===== src/imcl_cfg.svh =====
// constants for the interference monitor and settings lock block
// assumes a 100 MHz clock and an Avalon-MM register slave
`ifndef IMCL_CFG_SVH
`define IMCL_CFG_SVH
`define IMCL_ADDR_CTRL 4'h0
`define IMCL_ADDR_THR 4'h1
`define IMCL_ADDR_LOCK 4'h2
`define IMCL_ADDR_STATUS 4'h3
`define IMCL_ADDR_NOISE 4'h4
`define IMCL_ADDR_BOOT 4'h5
`define IMCL_CTRL_EN_BIT 0
`define IMCL_CTRL_ACT_BIT 1
`define IMCL_LOCK_RAM_BIT 0
`define IMCL_LOCK_BATTERY_BIT 1
`define IMCL_LOCK_FLASH_BIT 2
`define IMCL_THR_BB_RST 8'h0A
`define IMCL_THR_NB_RST 8'h0A
`define IMCL_UNMAPPED_DATA 32'hDEAD_BEEF
`endif


===== src/imcl_pkg.sv =====
// types for the interference monitor and settings lock block
// assumes imcl_cfg.svh holds the numeric constants
package imcl_pkg;
    typedef enum logic [1:0] {
        IMCL_UNKNOWN = 2'h0,
        IMCL_OK = 2'h1,
        IMCL_WARNING = 2'h2,
        IMCL_CRITICAL = 2'h3
    } imcl_bb_state_type;
    typedef enum logic [1:0] {IMCL_BOOT_CHECK, IMCL_BOOT_RUN, IMCL_BOOT_HALT} imcl_boot_type;
endpackage


===== src/imcl_monitor.sv =====
// interference monitor, settings lock, boot and update gating
// assumes measurement inputs arrive on clk from the rf front end logic
//
// The register offsets and register access over Avalon-MM were chosen for this implementation.
`timescale 1ns/1ps
`include "imcl_cfg.svh"
module imcl_monitor import imcl_pkg::*; (
    // clock and reset
    input wire logic clk,
    input wire logic reset_n,
    // avalon-mm slave
    input wire logic [3:0] avs_address,
    input wire logic avs_read,
    input wire logic avs_write,
    input wire logic [31:0] avs_writedata,
    input wire logic [3:0] avs_byteenable,
    output logic [31:0] avs_readdata,
    output logic avs_waitrequest,
    // measurements
    input wire logic [7:0] noise_db,
    input wire logic [7:0] cw_db,
    input wire logic fix_valid,
    input wire logic antenna_ok,
    input wire logic antenna_active,
    input wire logic spoof_suspect,
    // memory layers
    input wire logic battery_cleared,
    input wire logic flash_erase,
    input wire logic flash_lock_in,
    // firmware signature checks
    input wire logic boot_sig_done,
    input wire logic boot_sig_ok,
    input wire logic upd_sig_done,
    input wire logic upd_sig_ok,
    // status outputs
    output logic [1:0] bb_state,
    output logic [7:0] narrowband_jam_level,
    output logic cw_alarm,
    output logic spoof_detect,
    output logic fw_run,
    output logic upd_accept,
    output logic upd_reject,
    output logic flash_lock_out
);
    typedef struct packed {
        logic [31:0] rdata;
        logic wait_n;
        logic en;
        logic ant_active;
        logic [7:0] thr_bb;
        logic [7:0] thr_nb;
        logic lock_ram;
        logic lock_battery;
        logic lock_flash;
        logic lock_merged;
        logic merged_done;
        logic ref_valid;
        logic [7:0] ref_noise;
        logic [1:0] state;
        logic [7:0] jam;
        logic cw;
        logic spoof_prev;
        logic genuine_seen;
        logic spoof;
        logic [7:0] rej_cnt;
        logic [1:0] boot;
        logic upd_acc;
        logic upd_rej;
        logic waitreq;
        logic run;
    } imcl_st_type;

    imcl_st_type st_ff;
    imcl_st_type nxt_st;
    logic [8:0] excess;

    // ----------------------------------------
    // register write decode
    // ----------------------------------------
    function automatic logic is_cfg(input logic [3:0] a);
        is_cfg = (a == `IMCL_ADDR_CTRL) || (a == `IMCL_ADDR_THR) || (a == `IMCL_ADDR_LOCK);
    endfunction

    always_comb begin
        nxt_st = st_ff;
        nxt_st.upd_acc = 1'b0;
        nxt_st.upd_rej = 1'b0;
        // flash layer loaded once after reset
        if (!st_ff.merged_done) begin
            nxt_st.lock_flash = flash_lock_in;
            nxt_st.merged_done = 1'b1;
        end
        // battery and flash layers cleared with their memory
        if (battery_cleared) begin
            nxt_st.lock_battery = 1'b0;
        end
        if (flash_erase) begin
            nxt_st.lock_flash = 1'b0;
        end
        // bus access, one wait cycle then answer
        nxt_st.wait_n = 1'b0;
        if ((avs_read || avs_write) && !st_ff.wait_n) begin
            nxt_st.wait_n = 1'b1;
            nxt_st.rdata = 32'h0000_0000;
            if (avs_write && is_cfg(avs_address)) begin
                if (st_ff.lock_merged) begin
                    nxt_st.rej_cnt = st_ff.rej_cnt + 8'h01;
                end else if (avs_byteenable[0]) begin
                    case (avs_address)
                        `IMCL_ADDR_CTRL: begin
                            nxt_st.en = avs_writedata[`IMCL_CTRL_EN_BIT];
                            nxt_st.ant_active = avs_writedata[`IMCL_CTRL_ACT_BIT];
                        end
                        `IMCL_ADDR_THR: begin
                            nxt_st.thr_bb = avs_writedata[7:0];
                            if (avs_byteenable[1]) begin
                                nxt_st.thr_nb = avs_writedata[15:8];
                            end
                        end
                        `IMCL_ADDR_LOCK: begin
                            nxt_st.lock_ram = nxt_st.lock_ram | avs_writedata[`IMCL_LOCK_RAM_BIT];
                            if (avs_writedata[`IMCL_LOCK_BATTERY_BIT]) begin
                                nxt_st.lock_battery = 1'b1;
                            end
                            if (avs_writedata[`IMCL_LOCK_FLASH_BIT]) begin
                                nxt_st.lock_flash = 1'b1;
                            end
                        end
                        default: begin
                        end
                    endcase
                end
            end else if (avs_read) begin
                // reads never change state, locked or not
                case (avs_address)
                    `IMCL_ADDR_CTRL: nxt_st.rdata = {30'h0, st_ff.ant_active, st_ff.en};
                    `IMCL_ADDR_THR: nxt_st.rdata = {16'h0, st_ff.thr_nb, st_ff.thr_bb};
                    `IMCL_ADDR_LOCK: nxt_st.rdata = {24'h0, st_ff.rej_cnt[3:0],
                        st_ff.lock_merged, st_ff.lock_flash, st_ff.lock_battery, st_ff.lock_ram};
                    `IMCL_ADDR_STATUS: nxt_st.rdata = {28'h0, st_ff.spoof, st_ff.cw,
                        st_ff.state};
                    `IMCL_ADDR_NOISE: nxt_st.rdata = {16'h0, st_ff.ref_noise, st_ff.jam};
                    `IMCL_ADDR_BOOT: nxt_st.rdata = {30'h0, st_ff.boot};
                    default: nxt_st.rdata = `IMCL_UNMAPPED_DATA;
                endcase
            end
        end
        // run-time lock merges all layers
        nxt_st.lock_merged = nxt_st.lock_ram | nxt_st.lock_battery
            | nxt_st.lock_flash;
        // narrow-band level, always running
        nxt_st.jam = cw_db;
        nxt_st.cw = (cw_db > st_ff.thr_nb);
        // broadband monitor, independent of narrow-band path
        if (!st_ff.en || !antenna_ok) begin
            nxt_st.state = IMCL_UNKNOWN;
        end else if (!st_ff.ref_valid) begin
            nxt_st.state = IMCL_UNKNOWN;
            if (fix_valid) begin
                nxt_st.ref_valid = 1'b1;
                nxt_st.ref_noise = noise_db;
            end
        end else if (excess > {1'b0, st_ff.thr_bb}) begin
            nxt_st.state = fix_valid ? IMCL_WARNING : IMCL_CRITICAL;
        end else begin
            nxt_st.state = IMCL_OK;
        end
        if (!st_ff.en) begin
            nxt_st.ref_valid = 1'b0;
        end
        // spoofing on a genuine to counterfeit edge only
        nxt_st.spoof_prev = spoof_suspect;
        if (!spoof_suspect) begin
            nxt_st.genuine_seen = 1'b1;
        end
        if (spoof_suspect && !st_ff.spoof_prev && st_ff.genuine_seen) begin
            nxt_st.spoof = 1'b1;
        end else if (!spoof_suspect) begin
            nxt_st.spoof = 1'b0;
        end
        // boot gating
        case (st_ff.boot)
            IMCL_BOOT_CHECK: begin
                if (boot_sig_done) begin
                    nxt_st.boot = boot_sig_ok ? IMCL_BOOT_RUN : IMCL_BOOT_HALT;
                end
            end
            IMCL_BOOT_RUN: begin
            end
            IMCL_BOOT_HALT: begin
            end
            default: nxt_st.boot = IMCL_BOOT_HALT;
        endcase
        // update gating
        if (upd_sig_done) begin
            nxt_st.upd_acc = upd_sig_ok;
            nxt_st.upd_rej = !upd_sig_ok;
        end
        // registered copies for the output pins
        nxt_st.waitreq = !nxt_st.wait_n;
        nxt_st.run = (nxt_st.boot == IMCL_BOOT_RUN);
    end

    // passive antenna sees less gain, so add a 3 dB margin
    always_comb begin
        if (noise_db > st_ff.ref_noise) begin
            excess = {1'b0, noise_db - st_ff.ref_noise};
        end else begin
            excess = 9'h000;
        end
        if (!st_ff.ant_active && excess >= 9'h003) begin
            excess = excess - 9'h003;
        end
    end

    always_ff @(posedge clk or negedge reset_n) begin
        if (!reset_n) begin
            st_ff <= '0;
            st_ff.thr_bb <= `IMCL_THR_BB_RST;
            st_ff.thr_nb <= `IMCL_THR_NB_RST;
            st_ff.boot <= IMCL_BOOT_CHECK;
            st_ff.waitreq <= 1'b1;
        end else begin
            st_ff <= nxt_st;
        end
    end

    // ----------------------------------------
    // outputs
    // ----------------------------------------
    assign avs_readdata = st_ff.rdata;
    assign avs_waitrequest = st_ff.waitreq;
    assign bb_state = st_ff.state;
    assign narrowband_jam_level = st_ff.jam;
    assign cw_alarm = st_ff.cw;
    assign spoof_detect = st_ff.spoof;
    assign fw_run = st_ff.run;
    assign upd_accept = st_ff.upd_acc;
    assign upd_reject = st_ff.upd_rej;
    assign flash_lock_out = st_ff.lock_flash;

    // ----------------------------------------
    // checks
    // ----------------------------------------
    AST_DISABLED_UNKNOWN: assert property (@(posedge clk) disable iff (!reset_n)
        !st_ff.en |=> bb_state == 2'h0)
        else $error("disabled monitor not unknown");

    AST_ANT_MISSING: assert property (@(posedge clk) disable iff (!reset_n)
        !antenna_ok |=> bb_state == 2'h0)
        else $error("missing antenna not unknown");

    AST_RESET_DISABLED: assert property (@(posedge clk) disable iff (!reset_n)
        $rose(reset_n) |-> !st_ff.en)
        else $error("monitor enabled at reset");

    AST_EN_WRITE: assert property (@(posedge clk) disable iff (!reset_n)
        !st_ff.lock_merged && avs_write && !st_ff.wait_n && avs_byteenable[0]
        && avs_address == `IMCL_ADDR_CTRL |=> st_ff.en == $past(avs_writedata[`IMCL_CTRL_EN_BIT]))
        else $error("enable write lost");

    AST_ANT_WRITE: assert property (@(posedge clk) disable iff (!reset_n)
        !st_ff.lock_merged && avs_write && !st_ff.wait_n && avs_byteenable[0]
        && avs_address == `IMCL_ADDR_CTRL
        |=> st_ff.ant_active == $past(avs_writedata[`IMCL_CTRL_ACT_BIT]))
        else $error("antenna type write lost");

    // ----------------------------------------
    // broadband states
    // ----------------------------------------
    AST_NO_REF_UNKNOWN: assert property (@(posedge clk) disable iff (!reset_n)
        !st_ff.ref_valid |=> bb_state == 2'h0)
        else $error("state before reference");

    AST_REF_CAPTURE: assert property (@(posedge clk) disable iff (!reset_n)
        st_ff.en && antenna_ok && !st_ff.ref_valid && fix_valid
        |=> st_ff.ref_valid && st_ff.ref_noise == $past(noise_db))
        else $error("reference not captured");

    AST_OK_STATE: assert property (@(posedge clk) disable iff (!reset_n)
        st_ff.en && antenna_ok && st_ff.ref_valid && excess <= {1'b0, st_ff.thr_bb}
        |=> bb_state == 2'h1)
        else $error("quiet noise not ok");

    AST_WARN_STATE: assert property (@(posedge clk) disable iff (!reset_n)
        st_ff.en && antenna_ok && st_ff.ref_valid && excess > {1'b0, st_ff.thr_bb} && fix_valid
        |=> bb_state == 2'h2)
        else $error("noise with fix not warning");

    AST_CRIT_STATE: assert property (@(posedge clk) disable iff (!reset_n)
        st_ff.en && antenna_ok && st_ff.ref_valid && excess > {1'b0, st_ff.thr_bb} && !fix_valid
        |=> bb_state == 2'h3)
        else $error("noise without fix not critical");

    AST_CRIT_NOFIX: assert property (@(posedge clk) disable iff (!reset_n)
        bb_state == 2'h3 |-> !$past(fix_valid))
        else $error("critical with fix");

    AST_WARN_FIX: assert property (@(posedge clk) disable iff (!reset_n)
        bb_state == 2'h2 |-> $past(fix_valid))
        else $error("warning without fix");

    AST_STATUS_READ: assert property (@(posedge clk) disable iff (!reset_n)
        avs_read && !st_ff.wait_n && avs_address == `IMCL_ADDR_STATUS
        |=> avs_readdata[1:0] == $past(bb_state))
        else $error("status field mismatch");

    // ----------------------------------------
    // narrow-band path and spoofing
    // ----------------------------------------
    AST_JAM_FOLLOWS: assert property (@(posedge clk) disable iff (!reset_n)
        1'b1 |=> narrowband_jam_level == $past(cw_db))
        else $error("jam level stale");

    AST_CW_ALARM: assert property (@(posedge clk) disable iff (!reset_n)
        1'b1 |=> cw_alarm == ($past(cw_db) > $past(st_ff.thr_nb)))
        else $error("cw alarm wrong");

    AST_SPOOF_EDGE: assert property (@(posedge clk) disable iff (!reset_n)
        $rose(spoof_detect) |-> $past(st_ff.genuine_seen))
        else $error("spoof no genuine");

    AST_SPOOF_START: assert property (@(posedge clk) disable iff (!reset_n)
        !st_ff.genuine_seen |=> !spoof_detect)
        else $error("spoof raised at start");

    // ----------------------------------------
    // settings lock
    // ----------------------------------------
    AST_LOCK_BLOCKS: assert property (@(posedge clk) disable iff (!reset_n)
        st_ff.lock_merged && avs_write && !st_ff.wait_n && is_cfg(avs_address)
        |=> $stable(st_ff.en) && $stable(st_ff.thr_bb))
        else $error("locked write taken");

    AST_LOCK_THR_NB: assert property (@(posedge clk) disable iff (!reset_n)
        st_ff.lock_merged && avs_write && !st_ff.wait_n && is_cfg(avs_address)
        |=> $stable(st_ff.thr_nb) && $stable(st_ff.ant_active))
        else $error("locked write changed setting");

    AST_LOCK_COUNT: assert property (@(posedge clk) disable iff (!reset_n)
        st_ff.lock_merged && avs_write && !st_ff.wait_n && is_cfg(avs_address)
        |=> st_ff.rej_cnt == $past(st_ff.rej_cnt) + 8'h01)
        else $error("refused write not counted");

    AST_MERGE: assert property (@(posedge clk) disable iff (!reset_n)
        1'b1 |-> st_ff.lock_merged == (st_ff.lock_ram | st_ff.lock_battery | st_ff.lock_flash))
        else $error("merged lock wrong");

    AST_READ_NO_EFFECT: assert property (@(posedge clk) disable iff (!reset_n)
        avs_read && !avs_write && !st_ff.wait_n
        |=> $stable(st_ff.en) && $stable(st_ff.thr_bb) && $stable(st_ff.thr_nb))
        else $error("read changed setting");

    AST_ANSWERED: assert property (@(posedge clk) disable iff (!reset_n)
        (avs_read || avs_write) && !st_ff.wait_n |=> !avs_waitrequest)
        else $error("request not answered");

    AST_RAM_RESET: assert property (@(posedge clk) disable iff (!reset_n)
        $rose(reset_n) |-> !st_ff.lock_ram && !st_ff.lock_battery)
        else $error("volatile lock survived reset");

    AST_BATTERY_CLEAR: assert property (@(posedge clk) disable iff (!reset_n)
        battery_cleared && !avs_write |=> !st_ff.lock_battery)
        else $error("battery lock kept");

    AST_FLASH_LOAD: assert property (@(posedge clk) disable iff (!reset_n)
        !st_ff.merged_done && !flash_erase && !avs_write
        |=> flash_lock_out == $past(flash_lock_in))
        else $error("flash lock not loaded");

    AST_FLASH_ERASE: assert property (@(posedge clk) disable iff (!reset_n)
        flash_erase && !avs_write |=> !flash_lock_out)
        else $error("flash lock kept");

    // ----------------------------------------
    // boot and update gating
    // ----------------------------------------
    AST_BOOT_GATE: assert property (@(posedge clk) disable iff (!reset_n)
        $rose(fw_run) |-> $past(boot_sig_ok))
        else $error("boot without signature");

    AST_BOOT_HALT: assert property (@(posedge clk) disable iff (!reset_n)
        boot_sig_done && !boot_sig_ok && st_ff.boot == IMCL_BOOT_CHECK |=> !fw_run)
        else $error("bad image started");

    AST_UPD_REJ: assert property (@(posedge clk) disable iff (!reset_n)
        upd_sig_done && !upd_sig_ok |=> upd_reject && !upd_accept)
        else $error("bad update");

    AST_UPD_ACC: assert property (@(posedge clk) disable iff (!reset_n)
        upd_sig_done && upd_sig_ok |=> upd_accept && !upd_reject)
        else $error("good update refused");
endmodule


===== config.mk =====
export PLATFORM = sky130hd
export DESIGN_NAME = imcl_monitor
export DESIGN_NICKNAME = d
export VERILOG_FILES = /design/src/imcl_pkg.sv /design/src/imcl_monitor.sv
export VERILOG_INCLUDE_DIRS = /design/src
export SDC_FILE = /design/constraint.sdc
export NUM_CORES = 1
export LEC_CHECK = 0
export ABC_AREA = 0
export BUFFER_PORTS_ARGS = -buffer_cell sky130_fd_sc_hd__buf_2
export CORE_MARGIN = 2
export CORE_UTILIZATION = 58
export DETAILED_ROUTE_END_ITERATION = 6
export PLACE_DENSITY = 0.87
export SKIP_CTS_REPAIR_TIMING = 1
export SYNTH_ARGS = -nofsm -noshare
export SYNTH_HDL_FRONTEND = slang
export SYNTH_SLANG_ARGS = --single-unit

===== constraint.sdc =====
create_clock -name clk -period 5.65 [get_ports clk]
set_input_delay 0.2825 -clock clk [delete_from_list [all_inputs] [get_ports clk]]
set_output_delay 0.2825 -clock clk [all_outputs]
set_load 0.01 [all_outputs]

* Word-level counts from Yosys, hierarchy flattened
Index checks and enable logic that the tools add are counted.
Storage, ports and cells: bits in registers 93, input port bits 71, output and inout bits 49
Operators by class: add/subtract/negate cells 3, order comparisons 4, equality and inequality tests 10, muxes and demuxes 32, bitwise logic cells 6, reductions and logical operators 24
Operator list (number):
- 32-bit one-hot mux with 6 select lines | 1
- 32-bit two-way mux | 2
- 21-bit two-way mux | 3
- 9-bit two-way mux | 4
- 22-bit two-way mux | 1
- 8-bit greater-than comparator | 2
- 16-bit two-way mux | 1
- 8-bit two-way mux | 2
- 2-bit two-way mux | 7
- 5-bit AND reduction | 2
- 9-bit by 2-bit greater-or-equal comparator with 1-bit output (second input constant) | 1
- 9-bit by 8-bit greater-than comparator with 1-bit output | 1
- 1-bit two-way mux | 9
- 9-bit by 2-bit subtractor with 9-bit output (second input constant) | 1
- 8-bit by 1-bit adder with 8-bit output (second input constant) | 1
- 4-bit by 2-bit equality test with 1-bit output (second input constant) | 2
- 4-bit by 3-bit equality test with 1-bit output (second input constant) | 2
- 8-bit subtractor | 1
- 1-bit logical NOT | 7
- 3-bit AND reduction | 2
- 6-bit AND reduction | 1
- 1-bit logical AND | 5
- 2-bit by 1-bit equality test with 1-bit output (second input constant) | 2
- 4-bit by 1-bit equality test with 1-bit output (second input constant) | 1
- 11 further kinds | 18

* Logic depth before layout (Yosys ltp)
Gate-level depths: netlist of the first run.
depth in word-level cells 10, depth in mapped cells 21, mapped depth without buffers 20

* Worst setup path after synthesis of the first run
No wires, ideal clock.
path type register to register, start point register st_ff[28] in the netlist's numbering, end point register st_ff, in the netlist bb_state[1], arrival 3.677 ns, path slack 1.855 ns, cell stages (with the launch flop) 21, buffers on the path 1, path through dfrtp_1 ha_1 fa_1 nand2b_1 a21oi_4 a221oi_2 or2_1 buf_6 nor2_1 ha_1 inv_1 a21oi_1 o32ai_1 ha_1 nor2b_1 o21a_1 o21ai_0 a21o_1 a21oi_1 a31o_2 nor2b_1
RTL lines:
- start, declared | RTL line imcl_monitor.sv:73 | imcl_st_type st_ff;
- start signal, assigned | RTL line imcl_monitor.sv:224 | st_ff <= nxt_st;

==> impl.org, run 1 <==
** Status
- Result of the run :: finished, final reports clean

** Clock tree
- Root buffer cell :: clkbuf_8
- Clk sink count :: 74
- Clock tree from TritonCTS :: done
- Number of buffers added by the clock tree synthesis step :: 9
- Number of levels in the clock H-tree :: 3
- Clock-pin slew reported for the worst setup and hold paths after clock tree synthesis :: roughly 70 ps
- At the later pin of the worst-skew pair, clock insertion delay measures between 300 and 400 ps.
- Number of buffers between clock root and the deepest sink :: 2

** Die
- The die covers around 8600 um2.
- Die height :: approximately 93 um
- From left edge to right edge, the die measures 92.9 um.
- The floorplan has 32 rows.
- Initial standard-cell utilization of the core :: roughly three fifths
- Num ports :: between 100 and 150
- Area of the core :: 7690 um2

** Global route
- For this run, the total global-route usage over all layers was measured as between 20% and 30%.
- For met1 alone, demand over resource in global routing was 33.8%.
- Global Route met2 Usage :: 43.9%
- The first global-routing pass estimated ~18000 um of wire.
- Largest net degree at the start of global routing :: 75
- The initial antenna violation count came to 0.
- The number of global-route vias before repair came to approximately 3700.
- Busiest layer in global routing :: met2
- Met3 global-route usage :: slightly below 6%
- Gr ovfl total :: 0

** Worst setup path
- Worst setup path class :: register to register
- STA classifies the critical path startpoint as a register.
- Crit-path cells :: ha_1, fa_1, nand2b_1, nor4b_2, nand3b_4, o211ai_4, nor4_4, a21oi_1, o32ai_1, ha_1, nor2b_1, o21a_1, o21ai_0, a21o_1, a21oi_1, a31o_2, nor2b_1
- Maximum fanout along the worst path :: 8
- Slowest stage cell on the critical path :: nor4_4
- For the worst setup path, the data arrival time is between 4000 and 5000 ps.
- STA puts the critical path data required time at ~6000 ps.
- Peak per-stage delay on the critical path :: 460 ps
- CP Capture Type :: register

** Final layout
- Number of antenna cells inserted :: 0
- Final #Nets :: approximately 630
- Commonest non-fill, non-tap cell in the layout :: buf_2
- The top cell types in the final layout, fill and taps aside, are buf_2, dfrtp_1, nand2_1.
- Measured on the finished design, the core utilization comes to 65.4%.
- Layout Area Growth over Synthesis :: 9.72%
- In the final layout, the share of cells above drive strength 1 is around 28%.

** Synthesis
- Cell area after synthesis :: 4580 um2
- Async set-or-reset flop fraction in the synthesized netlist :: between 90% and 100%
- Sequential-to-total area share from yosys stat :: between 40% and 50%
- Synthesis produced around 480 cells.
- In this run, synthesis inferred 0 flip-flops with an integrated enable.
- Yosys printed 0 warnings.
- Flip-flop cell with the highest count after synthesis :: dfrtp_1
- Distinct cells, synth :: 67
- In this run, synthesis produced a sequential element count of 74.
- Mean post-synth cell area :: 9.64 um2

** STA
- # setup viols final :: 0
- Adding up every negative setup slack in the final design gives 0 ps.
- FMAX :: approximately 0.23 GHz
- Setup skew after layout :: ~6.3 ps
- Hold timing on the final database bottoms out at a slack of 61.5 ps.
- Once routing completed, OpenROAD measured the worst setup slack at roughly 1300 ps.
- In this run the tightest slew margin relative to its limit is between 40 and 50%.
- For the finished layout, the period the worst path requires is around 4400 ps.
- For the pin with the worst max-slew slack, the measured transition is roughly 880 ps.
- The number of slew-limit violations in the final report is 0.
- Setup repair after global routing left no endpoint under its margin.
- Final worst path period share :: 77.7%
- Total count of hold-check failures in the final report :: 0

** Detailed routing
- Number of detailed-routing iterations run before antenna repair :: 4
- The count of nets left with antenna violations once routing finished came out at 0.
- Via count :: roughly 3800
- For this block, the initial DRC count from the detailed router was roughly 300.
- After detailed routing, the average wire length per cell comes to around 17 um.
- Wirelength, routed :: 10700 um
- Remaining routing DRC violations :: 0
- After detailed routing, the number of vias per cell comes to 5.95.

** Power and ir drop
- For this design the static power due to leakage is roughly 0.0024 uW.
- Dividing total power by cell area gives a power density of between 400 and 500 nW/um2.
- IR Drop Worst-Case VDD :: 0.259 mV

** Place
- Routability-driven placement finished with a final weighted congestion of between 0.9 and 1.
- The count of buffers added on input and output ports is 95.
- DP HPWL :: ~8000 um
- OpenSTA, run right after detailed placement, puts the worst setup slack at 1350 ps.

** Flow run
- The tool flagged a number of max-cap violations equal to 0.

** Min path
- Worst hold path type :: primary input to register
-- registers in the layout, summed over array words and instances, names as in the netlist --
| name | flops |
|---|---|
| avs_readdata | 17 |
| avs_waitrequest | 1 |
| bb_state | 2 |
| cw_alarm | 1 |
| flash_lock_out | 1 |
| fw_run | 1 |
| narrowband_jam_level | 8 |
| spoof_detect | 1 |
| st_ff | 40 |
| upd_accept | 1 |
| upd_reject | 1 |
-- power by group --
part / internal, uW / total, uW / switching [uW]
registers: 612 / 675 / 63.2
logic: 368 / 899 / 531
clock network: 274 / 463 / 189
total: 1250 / 2040 / 783
-- worst paths after layout --
kind,start,to,slack [ps],depth (start not counted)
max,st_ff[28],bb_state[1],1260,17
min,cw_db[0],narrowband_jam_level[0],60,1
max reg2reg,st_ff[28],bb_state[1],1260,17
min reg2reg,st_ff[15],st_ff[15],470,1
max in group asynchronous,reset_n,st_ff[28],4950,2
min in group asynchronous,reset_n,avs_readdata[5],150,2
-- critical path: cells and delay by family, from the launching register on --
kind	cells	cell delay [ps]
flops	1	430
simple gates	6	1490
fa+ha+maj	3	990
compound gates	8	1360
-- cell type report --
cell class	count	area [um2]
Clock buffer	12	155
Clock inverter	4	73.8
Fill cell	598	2660
Inverter	35	131
Multi-Input combinational cell	311	2200
Sequential cell	74	1860
Tap cell	102	128
Timing Repair Buffer	96	483
-- per-layer routing --
layer,vias up,wire [um]
met1,1801,4340
met4,0,346
met5,-,0
met2,209,5160
met3,22,855
li1,1741,-
-- Yosys cell counts, drive strengths merged, types with 8 or more instances --
cell type / instances / area share, %
nor2b: 9 / 1.2
ha: 26 / 7.1
a21oi: 17 / 2.2
nand2b: 9 / 1.2
a22oi: 9 / 1.5
clkbuf: 13 / 1.1
nor3: 8 / 0.98
inv: 35 / 2.9
dfrtp: 69 / 38
nor2: 26 / 2.2
mux2: 17 / 4.2
nand2: 46 / 3.8
a221oi: 10 / 2.0
o21ai: 33 / 3.6
buf: 45 / 7.6
-- cells by family after synthesis --
| kind of cell | synth area share (%) |
|---|---|
| flops | 40.6 |
| simple gates | 15.1 |
| mux | 4.40 |
| buf+inv | 11.8 |
| compound gates | 18.9 |
| fa+ha+maj | 7.54 |
| other cells | 0.164 |
| xor+xnor | 1.56 |
-- per-stage QoR --
stage,total power (uW),std cells,area (um2)
2_1_floorplan,1390,479,4600
3_3_place_gp,1510,618,4800
3_5_place_dp,1560,618,4800
4_1_cts,2030,634,5030
5_1_grt,2170,634,5030
6_report,2040,634,5030
Power figures use the tool's default switching activity.
==> run 2: changes to the inputs <==
ABC_AREA = 1   (was 0)
CORE_UTILIZATION = 53   (was 58)
PLACE_DENSITY = 0.8   (was 0.87)
clock period = 4.5 ns   (was 5.65 ns; I/O delays follow)
==> run 2 against run 1 <==
Net effect: hold slack got worse by 59 ps; maximum frequency is 7.6% higher; design area fell by 0.45%; clock-buffer cell count decreased by 2; combinational power rose by 35%; core utilization fell by 4.5 points; first-iteration DRC count is 40% lower; flip-flop and latch count did not move; sequential power is 25% higher; non-clock buffer count increased by 4; critical path depth is 8 higher; critical endpoint is now bb_state[0]; largest cell class unchanged; largest power group unchanged.
==> impl.org, run 2 <==
** Status
- Result of the run :: finished, final reports clean

** Synthesis
- In the synthesized netlist, the cells that appear most often are nand2_1, inv_1, dfrtp_1, buf_4, nor2_1.
- The share of cell area taken by muxes after synthesis came to 0.723% (-3.7 points).
- Number of synthesis warnings :: 0 (unchanged)
- The fraction of synthesis flops using an asynchronous set or reset pin is 100% (unchanged).
- Area share of xor/xnor cells in the synthesized design :: 1.92% (+0.36 points)
- Yosys instantiated no cell more often than nand2_1.
- Cell area after synthesis :: 4500 um2 (-1.7%)
- Adder-cell area share of the yosys netlist :: 7.67% (+0.13 points)
- Flip-flop cell with the highest count after synthesis :: dfrtp_1
- Post-synth EDFFs :: 0 (unchanged)
- Sequential-to-total area share from yosys stat :: 41.3% (+0.71 points)
- Distinct cells, synth :: 53 (-21%)
- Area fraction in compound gates after synthesis :: 13.7% (-5.2 points)
- The flop and latch count out of synthesis is 74 (unchanged).
- Gate count of the mapped netlist :: 544 (+15%)
- After synthesis, the largest family of logic cells by area is simple AND/OR/NAND/NOR gates.
- The share of synthesized cell area in and, or, nand and nor gates came to 19.0% (+3.9 points).
- Cell type contributing the most total cell area after synthesis :: dfrtp_1
- Post-synth top area share :: 38.4% (+0.66 points)
- Mean post-synth cell area :: 8.28 um2 (-14%)
- By area the synthesized netlist is led by dfrtp_1, nand2_1, ha_1.

** Place
- Number of port buffers :: 95 (unchanged)
- The number of placed instances with taps included is 695 (+12%).
- Final Wtd Congestion :: 0.909 (-3.0%)
- The estimated wirelength of the detail-placed design came to 8140 um (+1.0%).
- The post-place setup slack is 477 ps (-873 ps).
- The post-place instance area is 4750 um2 (-0.89%).

** Global route
- The overall track demand over capacity in global routing came to 22.9% (-3.5 points).
- Largest net degree at the start of global routing :: 46 (-39%)
- Vias in the first global route :: 3449 (-6.6%)
- The initial antenna violation count was 1 (+1).
- Gr ovfl total :: 0 (unchanged)
- The first-pass GRT wire length is 16000 um (-10%).

** Final layout
- The final standard cell utilization of the core came to 60.9% (-4.5 points).
- Most frequent cells in the layout :: nand2_1, buf_2, inv_1
- Post-route cell area :: 5000 um2 (-0.45%)
- Number of antenna cells inserted :: 0 (unchanged)
- Counting flops per register, the top entry is st_ff.
- The fraction of layout instances using a drive strength above 1 is 24.3% (-3.9 points).
- The count of nets after finishing is 703 (+12%).
- From synthesis to final layout, the design area changed by 11.1%.
- The number of flip-flops under the largest register name was 40 (unchanged).
- Commonest non-fill, non-tap cell in the layout :: nand2_1
- Finished Layout Cells :: 714 (+13%)

** Worst setup path
- The worst register-to-register path begins at st_ff[28].
- The worst setup path is captured at a register.
- The critical path starts at st_ff[28].
- The required time reported for the critical path endpoint was 4740 ps (-1150 ps).
- Reg2Reg Depth :: 25 (+8)
- Worst setup path class :: register to register
- The maximum fanout count along the critical path is 13 (+5).
- Startpoint kind of the worst setup timing path :: register
- The arrival time at the worst endpoint is 4320 ps (-310 ps).

** Power and ir drop
- The leakage power came to 0.00276 uW (+14%).
- The maximum vdd drop came to 0.225 mV (-13%).
- P per Cell Area :: 520 nW/um2 (+28%)

** STA
- The worst setup margin is 420 ps (-838 ps).
- The final critical delay including setup and external delays came to 4080 ps (-312 ps).
- The worst clock skew was 9.56 ps (+3.23 ps).
- The count of endpoints failing hold in the final timing report was 0 (unchanged).
- Worst max-slew margin expressed relative to the limit :: 33.7% (-7.9 points)
- The number of slew-limit violations in the final report was 0 (unchanged).
- The setup-violating endpoint count in the final report was 0 (unchanged).
- The transition time at the pin with the least slew margin is 995 ps (+119 ps).
- Setup repair after global routing left no endpoint under its margin.
- FMAX :: 0.245 GHz (+7.6%)
- The portion of the clock cycle consumed by the worst path in the final layout came to 90.7% (+13 points).
- Post-Route Setup TNS :: 0 ps (unchanged)

** Clock tree
- The clock-pin slew reported for the worst setup and hold paths after clock tree synthesis came to 70 ps (about the same).
- Clock tree from TritonCTS :: done
- Latest clock arrival within the worst-skew pair :: 350 ps (about the same)
- Number of buffers added by the clock tree synthesis step :: 9 (unchanged)
- Clk sink count :: 74 (unchanged)
- The clock tree buffer depth is 2 (unchanged).
- CTS placed an instance of clkbuf_8 at the clock tree root.
- The number of levels in the clock H-tree was 3 (unchanged).

** Flow run
- The max-capacitance violation count is 0 (unchanged).

** Detailed routing
- The mean routed wirelength per cell was 14.3 um (-15%).
- Per-cell via count in the routed design :: 5.26 (-12%)
- Via count :: 3756 (-0.45%)
- Detailed Route Iter0 Violations :: 179 (-40%)
- The number of detailed-route iterations in the first pass is 5 (+1).
- The total wire length after detailed routing came to 10200 um (-4.6%).
- Remaining routing DRC violations :: 0 (unchanged)
- Number of nets with antenna violations after detailed routing :: 0 (unchanged)

** Min path
- The startpoint identified for the worst hold timing path is cw_db[7].
- Hold-critical path depth :: 1 (unchanged)
- The path class of the tightest hold or removal check is primary input to register.

** Die
- Num ports :: 120 (unchanged)
- Area of the die :: 9250 um2 (+7.2%)
- Placement row count :: 33 (+3.1%)
- Area of the core :: 8220 um2 (+6.9%)
- Die height :: 96.2 um (+3.5%)
- The initial core utilization is 54.8% (-4.8 points).
- The chip width is 96.2 um (+3.5%).
run 2: logic make-up after synthesis:
group / count (synthesis)
multiplexers: 3
XOR/XNOR: 9
AND/OR/NAND/NOR: 187
adder cells (fa/ha/maj): 27
AO/OA/AOI/OAI: 102
buffers and inverters: 140
flip-flops: 74
other: 2
run 2: report_power, final:
| group | total (uW) | internal (uW) | switching, uW |
|---|---|---|---|
| registers | 845 | 774 | 70.3 |
| clock network | 547 | 309 | 238 |
| logic | 1210 | 450 | 761 |
run 2: final cells by class:
type	instances	area, um2
Clock buffer	10	128
Clock inverter	5	81.3
Fill cell	713	3210
Inverter	86	325
Multi-Input combinational cell	334	1960
Sequential cell	74	1860
Tap cell	105	131
Timing Repair Buffer	100	523
run 2: metrics by stage:
| step | total power, uW | hold slack [ps] |
|---|---|---|
| 6_report | 2600 | 2.46 |
| 5_1_grt | 2810 | 2.46 |
| 4_1_cts | 2610 | -12.0 |
| 3_5_place_dp | 2050 | 350 |
| 3_3_place_gp | 2000 | 350 |
| 2_1_floorplan | 1830 | -70.6 |
run 2: layer usage:
layer  global-route usage [%]  vias up  routed length (um)  share of wire (%)
li1                         -     1844                   -                  -
met1                     28.8     1734                4260                 42
met2                     37.5      152                4880                 48
met3                     5.17       26                 765                7.5
met4                     10.1        0                 301                2.9
met5                        0        -                   0                  0
run 2: critical path, stage by stage (launching register included):
cell and delay (ps):
dfrtp_1 410, ha_1 230, fa_1 380, inv_1 100, nand3_1 70, nand2_1 100
nand2_1 60, nand2_1 100, nand2_4 100, nor2_1 240, ha_1 230, nand3_1 100
nand3_2 100, and2_4 240, nand2_1 70, nand2_1 60, nand2_1 60, ha_1 300
nand2_1 70, nor3_1 200, nor2_1 70, o21ai_0 150, a21oi_1 90, or2_2 290
nand2_1 80, a21oi_1 60
run 2: final timing paths:
path,endpoint,slack (ps)
worst max-delay path,bb_state[0],420
worst min-delay path,narrowband_jam_level[7],2
worst max register to register,bb_state[0],420
worst min register to register,fw_run,450
max in group asynchronous,avs_waitrequest,3470
min in group asynchronous,st_ff[37],40
